[config.mk]
export PLATFORM = sky130hd
export DESIGN_NAME = switch_host_port_reset
export DESIGN_NICKNAME = d
export VERILOG_FILES = /design/src/include/switch_host_port_pkg.sv /design/src/core/switch_host_port_reset.sv
export VERILOG_INCLUDE_DIRS = /design/src /design/src/include
export SDC_FILE = /design/constraint.sdc
export NUM_CORES = 1
export LEC_CHECK = 0
export ABC_AREA = 1
export BUFFER_PORTS_ARGS = -buffer_cell sky130_fd_sc_hd__buf_2
export CORE_MARGIN = 3
export CORE_UTILIZATION = 57
export CTS_BUF_LIST = sky130_fd_sc_hd__clkbuf_2 sky130_fd_sc_hd__clkbuf_4 sky130_fd_sc_hd__clkbuf_8
export CTS_CLUSTER_DIAMETER = 120
export CTS_CLUSTER_SIZE = 14
export DETAILED_ROUTE_END_ITERATION = 7
export PLACE_DENSITY = 0.82
export SYNTH_ARGS = -nofsm -noshare
export SYNTH_HDL_FRONTEND = slang
export SYNTH_SLANG_ARGS = --single-unit
[constraint.sdc]
create_clock -name clk -period 7.4 [get_ports clk]
set_clock_uncertainty 0.15 [all_clocks]
set_input_delay 0 -clock clk [delete_from_list [all_inputs] [get_ports clk]]
set_output_delay 0 -clock clk [all_outputs]
set_load 0.1 [all_outputs]
[src/include/switch_host_port_regs.svh]
`ifndef SWITCH_HOST_PORT_REGS_SVH
`define SWITCH_HOST_PORT_REGS_SVH
`define TARGET_ADDR 7'h25
`define CONTROL_OFFSET 8'h02
`define RESET_CTRL_OFFSET 8'h1b
`define CONTROL_RESET 8'h1f
`define RESET_CTRL_RESET 8'h00
`define CONTROL_INT_MASK_BIT 0
`define RESET_CTRL_BIT 0
`define BUS_LOW_TIME_MS 30
`define CLK_FREQ_KHZ 100000
`define BUS_LOW_CYCLES (`BUS_LOW_TIME_MS * `CLK_FREQ_KHZ)
`endif

[src/include/switch_host_port_pkg.sv]
package switch_host_port_pkg;
  typedef enum logic [2:0] {
    st_idle = 3'b000,
    st_addr = 3'b001,
    st_ack  = 3'b011,
    st_data = 3'b010,
    st_dack = 3'b110,
    st_skip = 3'b111
  } bus_state_type;
endpackage

[src/core/switch_host_port_reset.sv]
`timescale 1ns/1ns
`include "switch_host_port_regs.svh"
// Behaviour
// - Any reset restores register defaults and opens every analog switch path.
// - After reset the device sits in standby, ready to detect accessories.
// - First rising edge of bus or battery supply causes a power-on reset.
// - A falling edge of the host I/O supply resets the device.
// - Both bus lines low 30 ms with I/O supply valid resets; high restarts.
// - Writing the reset bit at offset 0x1b gives a full reset.
// - Fast-mode serial target, clock up to 400 kHz.
// - Answers only target address 0100101; bit 0 selects read or write.
// - Serial port and interrupt only with valid I/O supply; detection otherwise.
// - Status and configuration only through serial register accesses.
// - Active-low interrupt on identification or attach status change.
// - Interrupt held low after reset until control mask bit is cleared.
module switch_host_port_reset import switch_host_port_pkg::*; #(
  parameter int unsigned BUS_LOW_CYCLES = `BUS_LOW_CYCLES
) (
  input wire logic clk,
  input wire logic rst,
  input wire logic bus_supply_in,
  input wire logic battery_supply,
  input wire logic host_io_supply,
  input wire logic scl_in,
  input wire logic sda_in,
  output logic sda_out,
  output logic sda_oe,
  input wire logic connector_ident_pin,
  input wire logic attach_status,
  output logic irq_out_n,
  output logic switch_paths_closed,
  output logic standby,
  output logic detect_enable,
  output logic device_reset
);
  if (BUS_LOW_CYCLES < 2) begin
    $error("BUS_LOW_CYCLES too small");
  end
  logic vbus_q, vbat_q, vio_q, scl_q, sda_q, pwr_seen_q;
  logic vbus_d, vbat_d, vio_d, scl_d, sda_d, pwr_seen_d;
  logic [31:0] low_cnt_q, low_cnt_d;
  logic soft_rst_q, soft_rst_d;
  logic int_rst;
  bus_state_type st_q, st_d;
  logic [3:0] bit_q, bit_d;
  logic [7:0] sh_q, sh_d, ptr_q, ptr_d, ctrl_q, ctrl_d, rst_reg_q, rst_reg_d, tx_q, tx_d;
  logic rw_q, rw_d, have_ptr_q, have_ptr_d, nack_q, nack_d;
  logic [1:0] ident_q, ident_d;
  logic chg_q, chg_d;
  logic sda_out_q, sda_out_d;
  logic scl_rise, scl_fall, start_c, stop_c;
  // Supply edge tracking runs on the external reset only
  always_comb begin
    vbus_d = bus_supply_in;
    vbat_d = battery_supply;
    vio_d = host_io_supply;
    pwr_seen_d = pwr_seen_q | bus_supply_in | battery_supply;
  end
  always_ff @(posedge clk or posedge rst) begin
    if (rst) begin
      vbus_q <= 1'b0;
      vbat_q <= 1'b0;
      vio_q <= 1'b0;
      pwr_seen_q <= 1'b0;
    end else begin
      vbus_q <= vbus_d;
      vbat_q <= vbat_d;
      vio_q <= vio_d;
      pwr_seen_q <= pwr_seen_d;
    end
  end
  logic por_evt, vio_fall, bus_low_evt;
  assign por_evt = !pwr_seen_q && ((bus_supply_in && !vbus_q) || (battery_supply && !vbat_q));
  assign vio_fall = vio_q && !host_io_supply;
  assign bus_low_evt = host_io_supply && (low_cnt_q >= BUS_LOW_CYCLES - 1) && !scl_in && !sda_in;
  // Bus-low timeout counter
  always_comb begin
    low_cnt_d = 32'h0;
    if (host_io_supply && !scl_in && !sda_in && !bus_low_evt) begin
      low_cnt_d = low_cnt_q + 32'h1;
    end
  end
  always_ff @(posedge clk or posedge rst) begin
    if (rst) begin
      low_cnt_q <= 32'h0;
    end else begin
      low_cnt_q <= low_cnt_d;
    end
  end
  assign int_rst = por_evt | vio_fall | bus_low_evt | soft_rst_q;
  assign device_reset = int_rst;

  assign scl_rise = scl_in && !scl_q;
  assign scl_fall = !scl_in && scl_q;
  assign start_c = scl_in && scl_q && sda_q && !sda_in;
  assign stop_c = scl_in && scl_q && !sda_q && sda_in;

  // Serial target: register pointer, then data bytes
  always_comb begin
    st_d = st_q;
    bit_d = bit_q;
    sh_d = sh_q;
    ptr_d = ptr_q;
    ctrl_d = ctrl_q;
    rst_reg_d = rst_reg_q;
    rw_d = rw_q;
    have_ptr_d = have_ptr_q;
    nack_d = nack_q;
    tx_d = tx_q;
    sda_out_d = sda_out_q;
    soft_rst_d = 1'b0;
    scl_d = scl_in;
    sda_d = sda_in;
    if (!host_io_supply) begin
      st_d = st_idle;
      sda_out_d = 1'b1;
    end else if (start_c) begin
      st_d = st_addr;
      bit_d = 4'h0;
      sda_out_d = 1'b1;
    end else if (stop_c) begin
      st_d = st_idle;
      sda_out_d = 1'b1;
    end else begin
      case (st_q)
        st_addr: begin
          if (scl_rise) begin
            sh_d = {sh_q[6:0], sda_in};
            bit_d = bit_q + 4'h1;
          end
          if (scl_fall && bit_q == 4'h8) begin
            if (sh_q[7:1] == `TARGET_ADDR) begin
              rw_d = sh_q[0];
              have_ptr_d = 1'b0;
              sda_out_d = 1'b0;
              st_d = st_ack;
              if (ptr_q == `CONTROL_OFFSET) tx_d = ctrl_q;
              else if (ptr_q == `RESET_CTRL_OFFSET) tx_d = rst_reg_q;
              else tx_d = 8'h00;
            end else begin
              st_d = st_skip;
            end
          end
        end
        st_ack: begin
          if (scl_fall) begin
            bit_d = 4'h0;
            st_d = st_data;
            sda_out_d = rw_q ? tx_q[7] : 1'b1;
          end
        end
        st_data: begin
          if (scl_rise) begin
            sh_d = {sh_q[6:0], sda_in};
            bit_d = bit_q + 4'h1;
          end
          if (scl_fall && bit_q != 4'h8 && rw_q) sda_out_d = tx_q[3'h7 - bit_q[2:0]];
          if (scl_fall && bit_q == 4'h8) begin
            st_d = st_dack;
            sda_out_d = rw_q; // Release after a read byte, acknowledge after a written one
            if (!rw_q) begin
              if (!have_ptr_q) begin
                ptr_d = sh_q;
                have_ptr_d = 1'b1;
              end else begin
                if (ptr_q == `CONTROL_OFFSET) ctrl_d = sh_q;
                else if (ptr_q == `RESET_CTRL_OFFSET) begin
                  rst_reg_d = sh_q;
                  soft_rst_d = sh_q[`RESET_CTRL_BIT];
                end
                ptr_d = ptr_q + 8'h1;
              end
            end
          end
        end
        st_dack: begin
          if (scl_rise && rw_q) nack_d = sda_in;
          if (scl_fall) begin
            bit_d = 4'h0;
            if (rw_q && nack_q) begin
              st_d = st_skip;
              sda_out_d = 1'b1;
            end else begin
              st_d = st_data;
              sda_out_d = 1'b1;
              if (rw_q) begin
                ptr_d = ptr_q + 8'h1;
                if (ptr_q + 8'h1 == `CONTROL_OFFSET) tx_d = ctrl_q;
                else if (ptr_q + 8'h1 == `RESET_CTRL_OFFSET) tx_d = rst_reg_q;
                else tx_d = 8'h00;
                sda_out_d = tx_d[7];
              end
            end
          end
        end
        default: sda_out_d = 1'b1;
      endcase
    end
  end
  always_ff @(posedge clk or posedge rst) begin
    if (rst) begin
      scl_q <= 1'b1;
      sda_q <= 1'b1;
      soft_rst_q <= 1'b0;
    end else begin
      scl_q <= scl_d;
      sda_q <= sda_d;
      soft_rst_q <= soft_rst_d;
    end
  end
  always_ff @(posedge clk or posedge rst) begin
    if (rst) begin
      st_q <= st_idle;
      bit_q <= 4'h0;
      sh_q <= 8'h00;
      ptr_q <= 8'h00;
      ctrl_q <= `CONTROL_RESET;
      rst_reg_q <= `RESET_CTRL_RESET;
      rw_q <= 1'b0;
      have_ptr_q <= 1'b0;
      nack_q <= 1'b0;
      tx_q <= 8'h00;
      sda_out_q <= 1'b1;
    end else if (int_rst) begin
      st_q <= st_idle;
      bit_q <= 4'h0;
      sh_q <= 8'h00;
      ptr_q <= 8'h00;
      ctrl_q <= `CONTROL_RESET;
      rst_reg_q <= `RESET_CTRL_RESET;
      rw_q <= 1'b0;
      have_ptr_q <= 1'b0;
      nack_q <= 1'b0;
      tx_q <= 8'h00;
      sda_out_q <= 1'b1;
    end else begin
      st_q <= st_d;
      bit_q <= bit_d;
      sh_q <= sh_d;
      ptr_q <= ptr_d;
      ctrl_q <= ctrl_d;
      rst_reg_q <= rst_reg_d;
      rw_q <= rw_d;
      have_ptr_q <= have_ptr_d;
      nack_q <= nack_d;
      tx_q <= tx_d;
      sda_out_q <= sda_out_d;
    end
  end
  assign sda_out = 1'b0;
  assign sda_oe = !sda_out_q && host_io_supply;
  // Status change interrupt
  always_comb begin
    ident_d = {attach_status, connector_ident_pin};
    chg_d = chg_q;
    if (ident_q != ident_d) chg_d = 1'b1;
    else if (ctrl_q[`CONTROL_INT_MASK_BIT]) chg_d = 1'b0;
  end
  always_ff @(posedge clk or posedge rst) begin
    if (rst) begin
      ident_q <= 2'b00;
      chg_q <= 1'b0;
    end else if (int_rst) begin
      ident_q <= {attach_status, connector_ident_pin};
      chg_q <= 1'b0;
    end else begin
      ident_q <= ident_d;
      chg_q <= chg_d;
    end
  end
  // Mask set holds the pin low; unmasked it latches low on change until the mask bit is set
  assign irq_out_n = !(host_io_supply && (ctrl_q[`CONTROL_INT_MASK_BIT] || chg_q));
  assign switch_paths_closed = 1'b0;
  assign standby = 1'b1;
  assign detect_enable = bus_supply_in | battery_supply;

  chk_soft_reset: assert property (@(posedge clk) disable iff (rst)
    soft_rst_q |-> device_reset) else $error("soft reset not applied");
  chk_bus_low_rst: assert property (@(posedge clk) disable iff (rst)
    device_reset && host_io_supply && !scl_in && !sda_in && !soft_rst_q && !por_evt |-> $past(!scl_in)) else $error("bus reset bad");
  chk_ctrl_default: assert property (@(posedge clk) disable iff (rst)
    $past(int_rst) |-> ctrl_q == `CONTROL_RESET) else $error("control not default");
  chk_irq_masked: assert property (@(posedge clk) disable iff (rst)
    host_io_supply && ctrl_q[`CONTROL_INT_MASK_BIT] |-> !irq_out_n) else $error("irq not held");
  chk_no_vio_drive: assert property (@(posedge clk) disable iff (rst)
    !host_io_supply |-> !sda_oe && irq_out_n) else $error("drive without supply");
  chk_vio_fall: assert property (@(posedge clk) disable iff (rst)
    $fell(host_io_supply) |-> device_reset) else $error("no vio reset");
  chk_switch_open: assert property (@(posedge clk) disable iff (rst)
    !switch_paths_closed) else $error("switch closed");
  chk_detect_on: assert property (@(posedge clk) disable iff (rst)
    bus_supply_in |-> detect_enable) else $error("detect off");
  cov_addr_ack: cover property (@(posedge clk) st_q == st_ack);
  cov_soft_rst: cover property (@(posedge clk) soft_rst_q);
  cov_bus_low: cover property (@(posedge clk) bus_low_evt);
endmodule

=== Word level (Yosys, flattened, before mapping) ===
Cells that the tools add are included.

* $add $sub $neg: 4
* $lt $le $gt $ge: 2
* Eq/ne operators: 33
* Mux-type cells: 117
* Bitwise operators: 6
* Reduce and logical (&&, ||, !) cells: 67

{| class="wikitable"
|+ Operators by type and width
! cell !! number
|-
| 8-bit two-way mux || 48
|-
| 1-bit two-way mux || 45
|-
| 32-bit by 1-bit adder with 32-bit output (second input constant) || 1
|-
| 32-bit by 22-bit greater-or-equal comparator with 1-bit output (second input constant) || 1
|-
| 32-bit two-way mux || 1
|-
| 8-bit case mux with 2 select lines || 2
|-
| 3-bit two-way mux || 10
|-
| 6-bit != test (second input constant) || 5
|-
| 9-bit AND reduction || 3
|-
| 5-bit AND reduction || 5
|-
| 1-bit logical AND || 24
|-
| 4-bit two-way mux || 6
|-
| 3-bit != test (second input constant) || 8
|-
| 2-bit nonzero test || 12
|-
| 8-bit by 2-bit equality test with 1-bit output (second input constant) || 2
|-
| 8-bit by 5-bit equality test with 1-bit output (second input constant) || 2
|-
| 8-bit AND reduction || 2
|-
| 3-bit case mux with 4 select lines || 1
|-
| 3-bit nonzero test || 4
|-
| 1-bit logical NOT || 11
|-
| 8-bit by 1-bit adder with 8-bit output (second input constant) || 1
|-
| 2-bit != test (second input constant) || 4
|-
| 4-bit by 1-bit != test with 1-bit output (second input constant) || 2
|-
| 8-bit by 1-bit != test with 1-bit output (second input constant) || 1
|-
| 20 further kinds || 28
|}

* Register bits: 93
* Input bits: 9
* Output and inout port bits: 7
* Word-level logic and storage cells: 250

=== Logic depth before layout (Yosys ltp) ===
* Word-level depth: 12
* Gate-level depth with buffers: 16

=== Worst setup path before layout ===
OpenSTA, ideal clock, no wires.

* Path kind: flip-flop to output port
* From: reg ctrl_q[0]
* To: out irq_out_n
* Data arrival time: 2471 ps
* Setup slack: 4779 ps
* Cell stages (with the launch flop): 2
* Buffers on the path: 0
* Cell sequence: dfstp_2 -> o21ai_0

* Word-level cells in the longest chain between the ends: 3

{| class="wikitable"
|+ Ends and longest elaborated chain
! item !! RTL line !! source
|-
| start, declared || switch_host_port_reset.sv:46 || <nowiki>logic [7:0] sh_q, sh_d, ptr_q, ptr_d, ctrl_q, ctrl_d, rst_reg_q, rst_reg_d, tx_q, tx_d;</nowiki>
|-
| start signal, assigned || switch_host_port_reset.sv:217 || <nowiki>ctrl_q <= `CONTROL_RESET;</nowiki>
|-
| start signal, assigned || switch_host_port_reset.sv:229 || <nowiki>ctrl_q <= `CONTROL_RESET;</nowiki>
|-
| start signal, assigned || switch_host_port_reset.sv:241 || <nowiki>ctrl_q <= ctrl_d;</nowiki>
|-
| 1-bit logical OR || switch_host_port_reset.sv:272 || <nowiki>assign irq_out_n = !(host_io_supply && (ctrl_q[`CONTROL_INT_MASK_BIT] || chg_q));</nowiki>
|-
| 1-bit logical AND || switch_host_port_reset.sv:272 ||
|-
| 1-bit logical NOT || switch_host_port_reset.sv:272 ||
|-
| end, declared || switch_host_port_reset.sv:30 || <nowiki>output logic irq_out_n,</nowiki>
|}

No other way between the ends.

=== Final worst setup path ===
* From: in host_io_supply
* To: reg sh_q[6]

* Word-level cells in the longest chain between the ends: 7
* Elaborated cells on any way between the ends: 15

{| class="wikitable"
|+ Ends and longest elaborated chain
! item !! RTL line !! source
|-
| start, declared || switch_host_port_reset.sv:23 || <nowiki>input wire logic host_io_supply,</nowiki>
|-
| 1-bit logical NOT / 1-bit logical AND (equally long branches) || n/a ||
|-
| 1-bit logical AND (on tied branches) || switch_host_port_reset.sv:74, switch_host_port_reset.sv:75 ||
|-
| 1-bit bitwise OR / 1-bit logical AND (equally long branches) || switch_host_port_reset.sv:90, switch_host_port_reset.sv:75 ||
|-
| 1-bit bitwise OR (2 in a row) || switch_host_port_reset.sv:90 || <nowiki>assign int_rst = por_evt | vio_fall | bus_low_evt | soft_rst_q;</nowiki>
|-
| 2-bit != test (no source line) / 2-bit nonzero test (equally long branches) || n/a ||
|-
| 5-bit AND reduction (no source line) || n/a ||
|-
| end signal, assigned || switch_host_port_reset.sv:215 || <nowiki>sh_q <= 8'h00;</nowiki>
|-
| end signal, assigned || switch_host_port_reset.sv:227 || <nowiki>sh_q <= 8'h00;</nowiki>
|-
| end signal, assigned || switch_host_port_reset.sv:239 || <nowiki>sh_q <= sh_d;</nowiki>
|-
| end, declared || switch_host_port_reset.sv:46 ||
|}

Parallel ways exist; a longest one is shown, timed or not.
A chain may end at the register's enable or synchronous reset.

==> results.py <==
metrics = {
    "route": {
        "dr.pass1.iters": 5,
        "first_iter_violations": 336,
        "via_per_inst": 5.53,
        "vias": 4680,
        "wl_per_cell_um": 13.9,
        "antenna_left": 0,
        "drcViolationCount": 0,
        "routed_wirelength_um": 11800,
    },
    "cells_and_area": {
        "antenna_cells": 0,
        "fillers": 762,
        "design_area_sq_mm": 0.00569,
        "layout.nets": 749,
        "layout-drive-gt1-share": 0.108,
        "area_growth_pct": 7.97,
        "utilization": 0.643,
    },
    "pwr": {
        "switching_share": 0.392,
        "power_density_mw_per_mm2": 251,
        "p_comb_frac": 0.299,
        "p_seq_frac": 0.451,
        "peakVddDrop_v": 0.000115,
        "pwr-share-clk": 0.250,
        "p_int_uw": 870,
        "power.switching_uw": 562,
        "p_leak_nw": 2.73,
    },
    "sta": {
        "fin_tns_setup_ns": 0,
        "rsz0062_at_grt": "false",
        "max_freq_mhz": 349,
        "worst_hold_slack_ns": 0.125,
        "maxSlewHeadroom": 0.403,
        "drv_slew": 0,
        "period_share": 0.387,
        "period_needed_ns": 2.86,
        "setup_viol": 0,
        "worst_pin_slew_ns": 0.890,
        "hold_viol_final": 0,
    },
    "floorplan": {
        "ios": 16,
        "initial_core_util": 0.596,
        "die_area_sq_mm": 0.0104,
        "core_sq_mm": 0.00885,
        "die_x_um": 102,
        "rows": 34,
        "die_h_um": 102,
    },
    "clock_tree": {
        "cts-htree-levels": 3,
        "clkSinkCount": 93,
        "insertion_delay_ns": 0.37,
        "post_cts_resized": 0,
        "cts-root-buf": "clkbuf_8",
        "cts_tree": "built",
        "cts_setup_buffers": 0,
        "cts_buffers": 9,
        "cts_buffer_depth": 2,
        "cts_hold_buf": 8,
        "clk_pin_slew_ns": 0.10,
    },
    "synthesis": {
        "avgSynthCellArea_sq_um": 7.48,
        "post-synth-top-area-cell": "dfrtp_1",
        "yosysWarnings": 0,
        "seq_area_frac_synth": 0.443,
        "ys_ff_latch": 93,
        "synth_top_area_frac": 0.403,
        "synth_area_sq_mm": 0.00527,
        "ys_types": 45,
        "synthTopCellsByArea": "dfrtp_1 (40%), nand2_1 (13%), nor2_1 (7.3%)",
        "syn_inst": 705,
    },
    "critical_path": {
        "critPathKind": "in2reg",
        "end_kind": "flop",
        "critPathLaunchType": "primary input",
        "crit_fanout": 20,
        "r2r_end": "sh_q[6]",
        "required_ns": 7.49,
        "reg2reg_from": "vio_q",
        "reg2regPathDepth": 6,
        "endpoint": "sh_q[6]",
        "cp.arrival_ns": 2.95,
        "reg2reg_setup_slack_ns": 4.61,
        "critPathLaunch": "host_io_supply",
    },
    "global_routing": {
        "grt_pass1_wl_um": 20100,
        "antenna_found_initial": 0,
        "grt.total_usage": 0.242,
        "grt-ovfl-total": 0,
        "grt_max_degree": 51,
        "grt_pass1_vias": 4460,
    },
    "placed_design": {
        "dpl-instance-area_sq_mm": 0.00540,
        "gp_congestion": 0.970,
        "io_buffers": 12,
        "place_hpwl_um": 8710,
    },
    "worst_hold_path": {
        "worst_hold_path_type": "in2async",
    },
    "flow_run": {
        "drv_cap": 0,
    },
    "status": {
        "status": "finished, final reports clean",
    },
}
-- state kept, by name (all words and copies together) (netlist names) --
signal / cells
vbat_q: 1
ptr_q: 8
vbus_q: 1
chg_q: 1
rw_q: 1
vio_q: 1
scl_q: 1
ctrl_q: 8
have_ptr_q: 1
sda_out_q: 1
pwr_seen_q: 1
ident_q: 2
soft_rst_q: 1
tx_q: 8
sh_q: 8
st_q: 3
low_cnt_q: 32
nack_q: 1
bit_q: 4
sda_q: 1
rst_reg_q: 8
-- layout by cell type (no fill, tap or decap), types with 7 or more instances in the layout --
| cell type | synthesis | final |
|---|---|---|
| dfrtp_1 | 85 | 85 |
| o22ai_1 | 7 | 7 |
| inv_2 | 7 | 7 |
| buf_2 | 2 | 12 |
| nand4_1 | 18 | 18 |
| dfstp_2 | 8 | 8 |
| nor2_2 | 8 | 8 |
| o21ai_1 | 14 | 14 |
| nor2_1 | 102 | 102 |
| clkbuf_8 | 0 | 9 |
| dlygate4sd3_1 | 0 | 8 |
| nand3_1 | 43 | 43 |
| a21oi_1 | 20 | 20 |
| nand2_1 | 185 | 185 |
| nand2_2 | 7 | 7 |
| inv_1 | 82 | 81 |
| ha_1 | 7 | 7 |
| conb_1 | 2 | 13 |
| nor3_1 | 14 | 14 |
| o21ai_0 | 27 | 27 |
-- worst max-delay path: stages --
cell and delay (ns):
dlygate4sd3_1 0.52, buf_2 0.21, inv_2 0.08, a21oi_1 0.13
a21boi_2 0.57, a21boi_2 0.81, o21ai_2 0.36, nor2_1 0.20
a21oi_1 0.06
-- kinds of logic after synthesis --
| logic type | count (synthesis) | synth area share |
|---|---|---|
| xor gates and xnor gates | 10 | 0.0166 |
| and+or+nand+nor | 399 | 0.335 |
| DFF | 93 | 0.443 |
| adders and majority gates | 7 | 0.0166 |
| other | 2 | 0.00142 |
| buffers and inverters | 105 | 0.0861 |
| AOI/OAI and AO/OA | 89 | 0.101 |
-- power groups by stage --
stage          sequential [mW]  clock [mW]  combinational, mW
2_1_floorplan            0.627           0              0.347
3_3_place_gp             0.650           0              0.404
3_5_place_dp             0.653           0              0.417
4_1_cts                  0.643       0.369              0.424
5_1_grt                  0.653       0.390              0.485
6_report                 0.645       0.358              0.428
-- synthesized netlist by cell type (all sizes together) --
library cell    n
xor2            6
conb            2
a31oi           3
dfstp           8
a21boi          2
a211oi          1
a41oi           1
clkinv          1
a31o            1
o22ai           7
nor3b           5
o21ai          43
dfrtp          85
a21oi          20
or2             3
nand4          18
nand3b          2
buf            12
nor3           18
clkbuf          3
nor2          112
and3            1
ha              7
o2111ai         2
xnor2           4
nand2         195
o211ai          7
nand3          45
inv            89
o31ai           2
-- stage by stage --
step | setup WS, ns | power (mW) | std cells
final | 4.54 | 1.43 | 846
after global routing | 4.25 | 1.53 | 846
after CTS | 4.56 | 1.44 | 846
after detailed placement | 4.65 | 1.07 | 822
after global placement | 4.79 | 1.05 | 822
after floorplan | 4.78 | 0.974 | 716
-- routing by layer --
metal / up-vias / wire, um / track usage / share of wire
met5: - / 0 / 0 / 0
met4: 0 / 301 / 0.0838 / 0.026
met3: 39 / 719 / 0.0512 / 0.061
met2: 177 / 5750 / 0.404 / 0.49
met1: 2166 / 5020 / 0.313 / 0.43
li1: 2298 / - / - / -
-- final cells by class --
type / instances / area [sq um] / share of cell area
Inverter: 90 / 339 / 0.0596
Tap cell: 108 / 135 / 0.0237
Timing Repair Buffer: 21 / 148 / 0.0259
Clock inverter: 7 / 87.6 / 0.0154
Sequential cell: 93 / 2340 / 0.411
Clock buffer: 9 / 124 / 0.0218
Multi-Input combinational cell: 518 / 2520 / 0.443
-- worst min path at each step --
stage,cells after the start,slack [ns],to,from
floorplan,0,-0.15,scl_q,scl_in
global placement,1,-0.03,vbat_q,battery_supply
detailed placement,1,-0.03,vbus_q,bus_supply_in
CTS,3,0.14,low_cnt_q[11],rst
global route,2,0.14,ident_q[0],connector_ident_pin
finish,3,0.12,low_cnt_q[11],rst
Power figures use the tool's default switching activity.
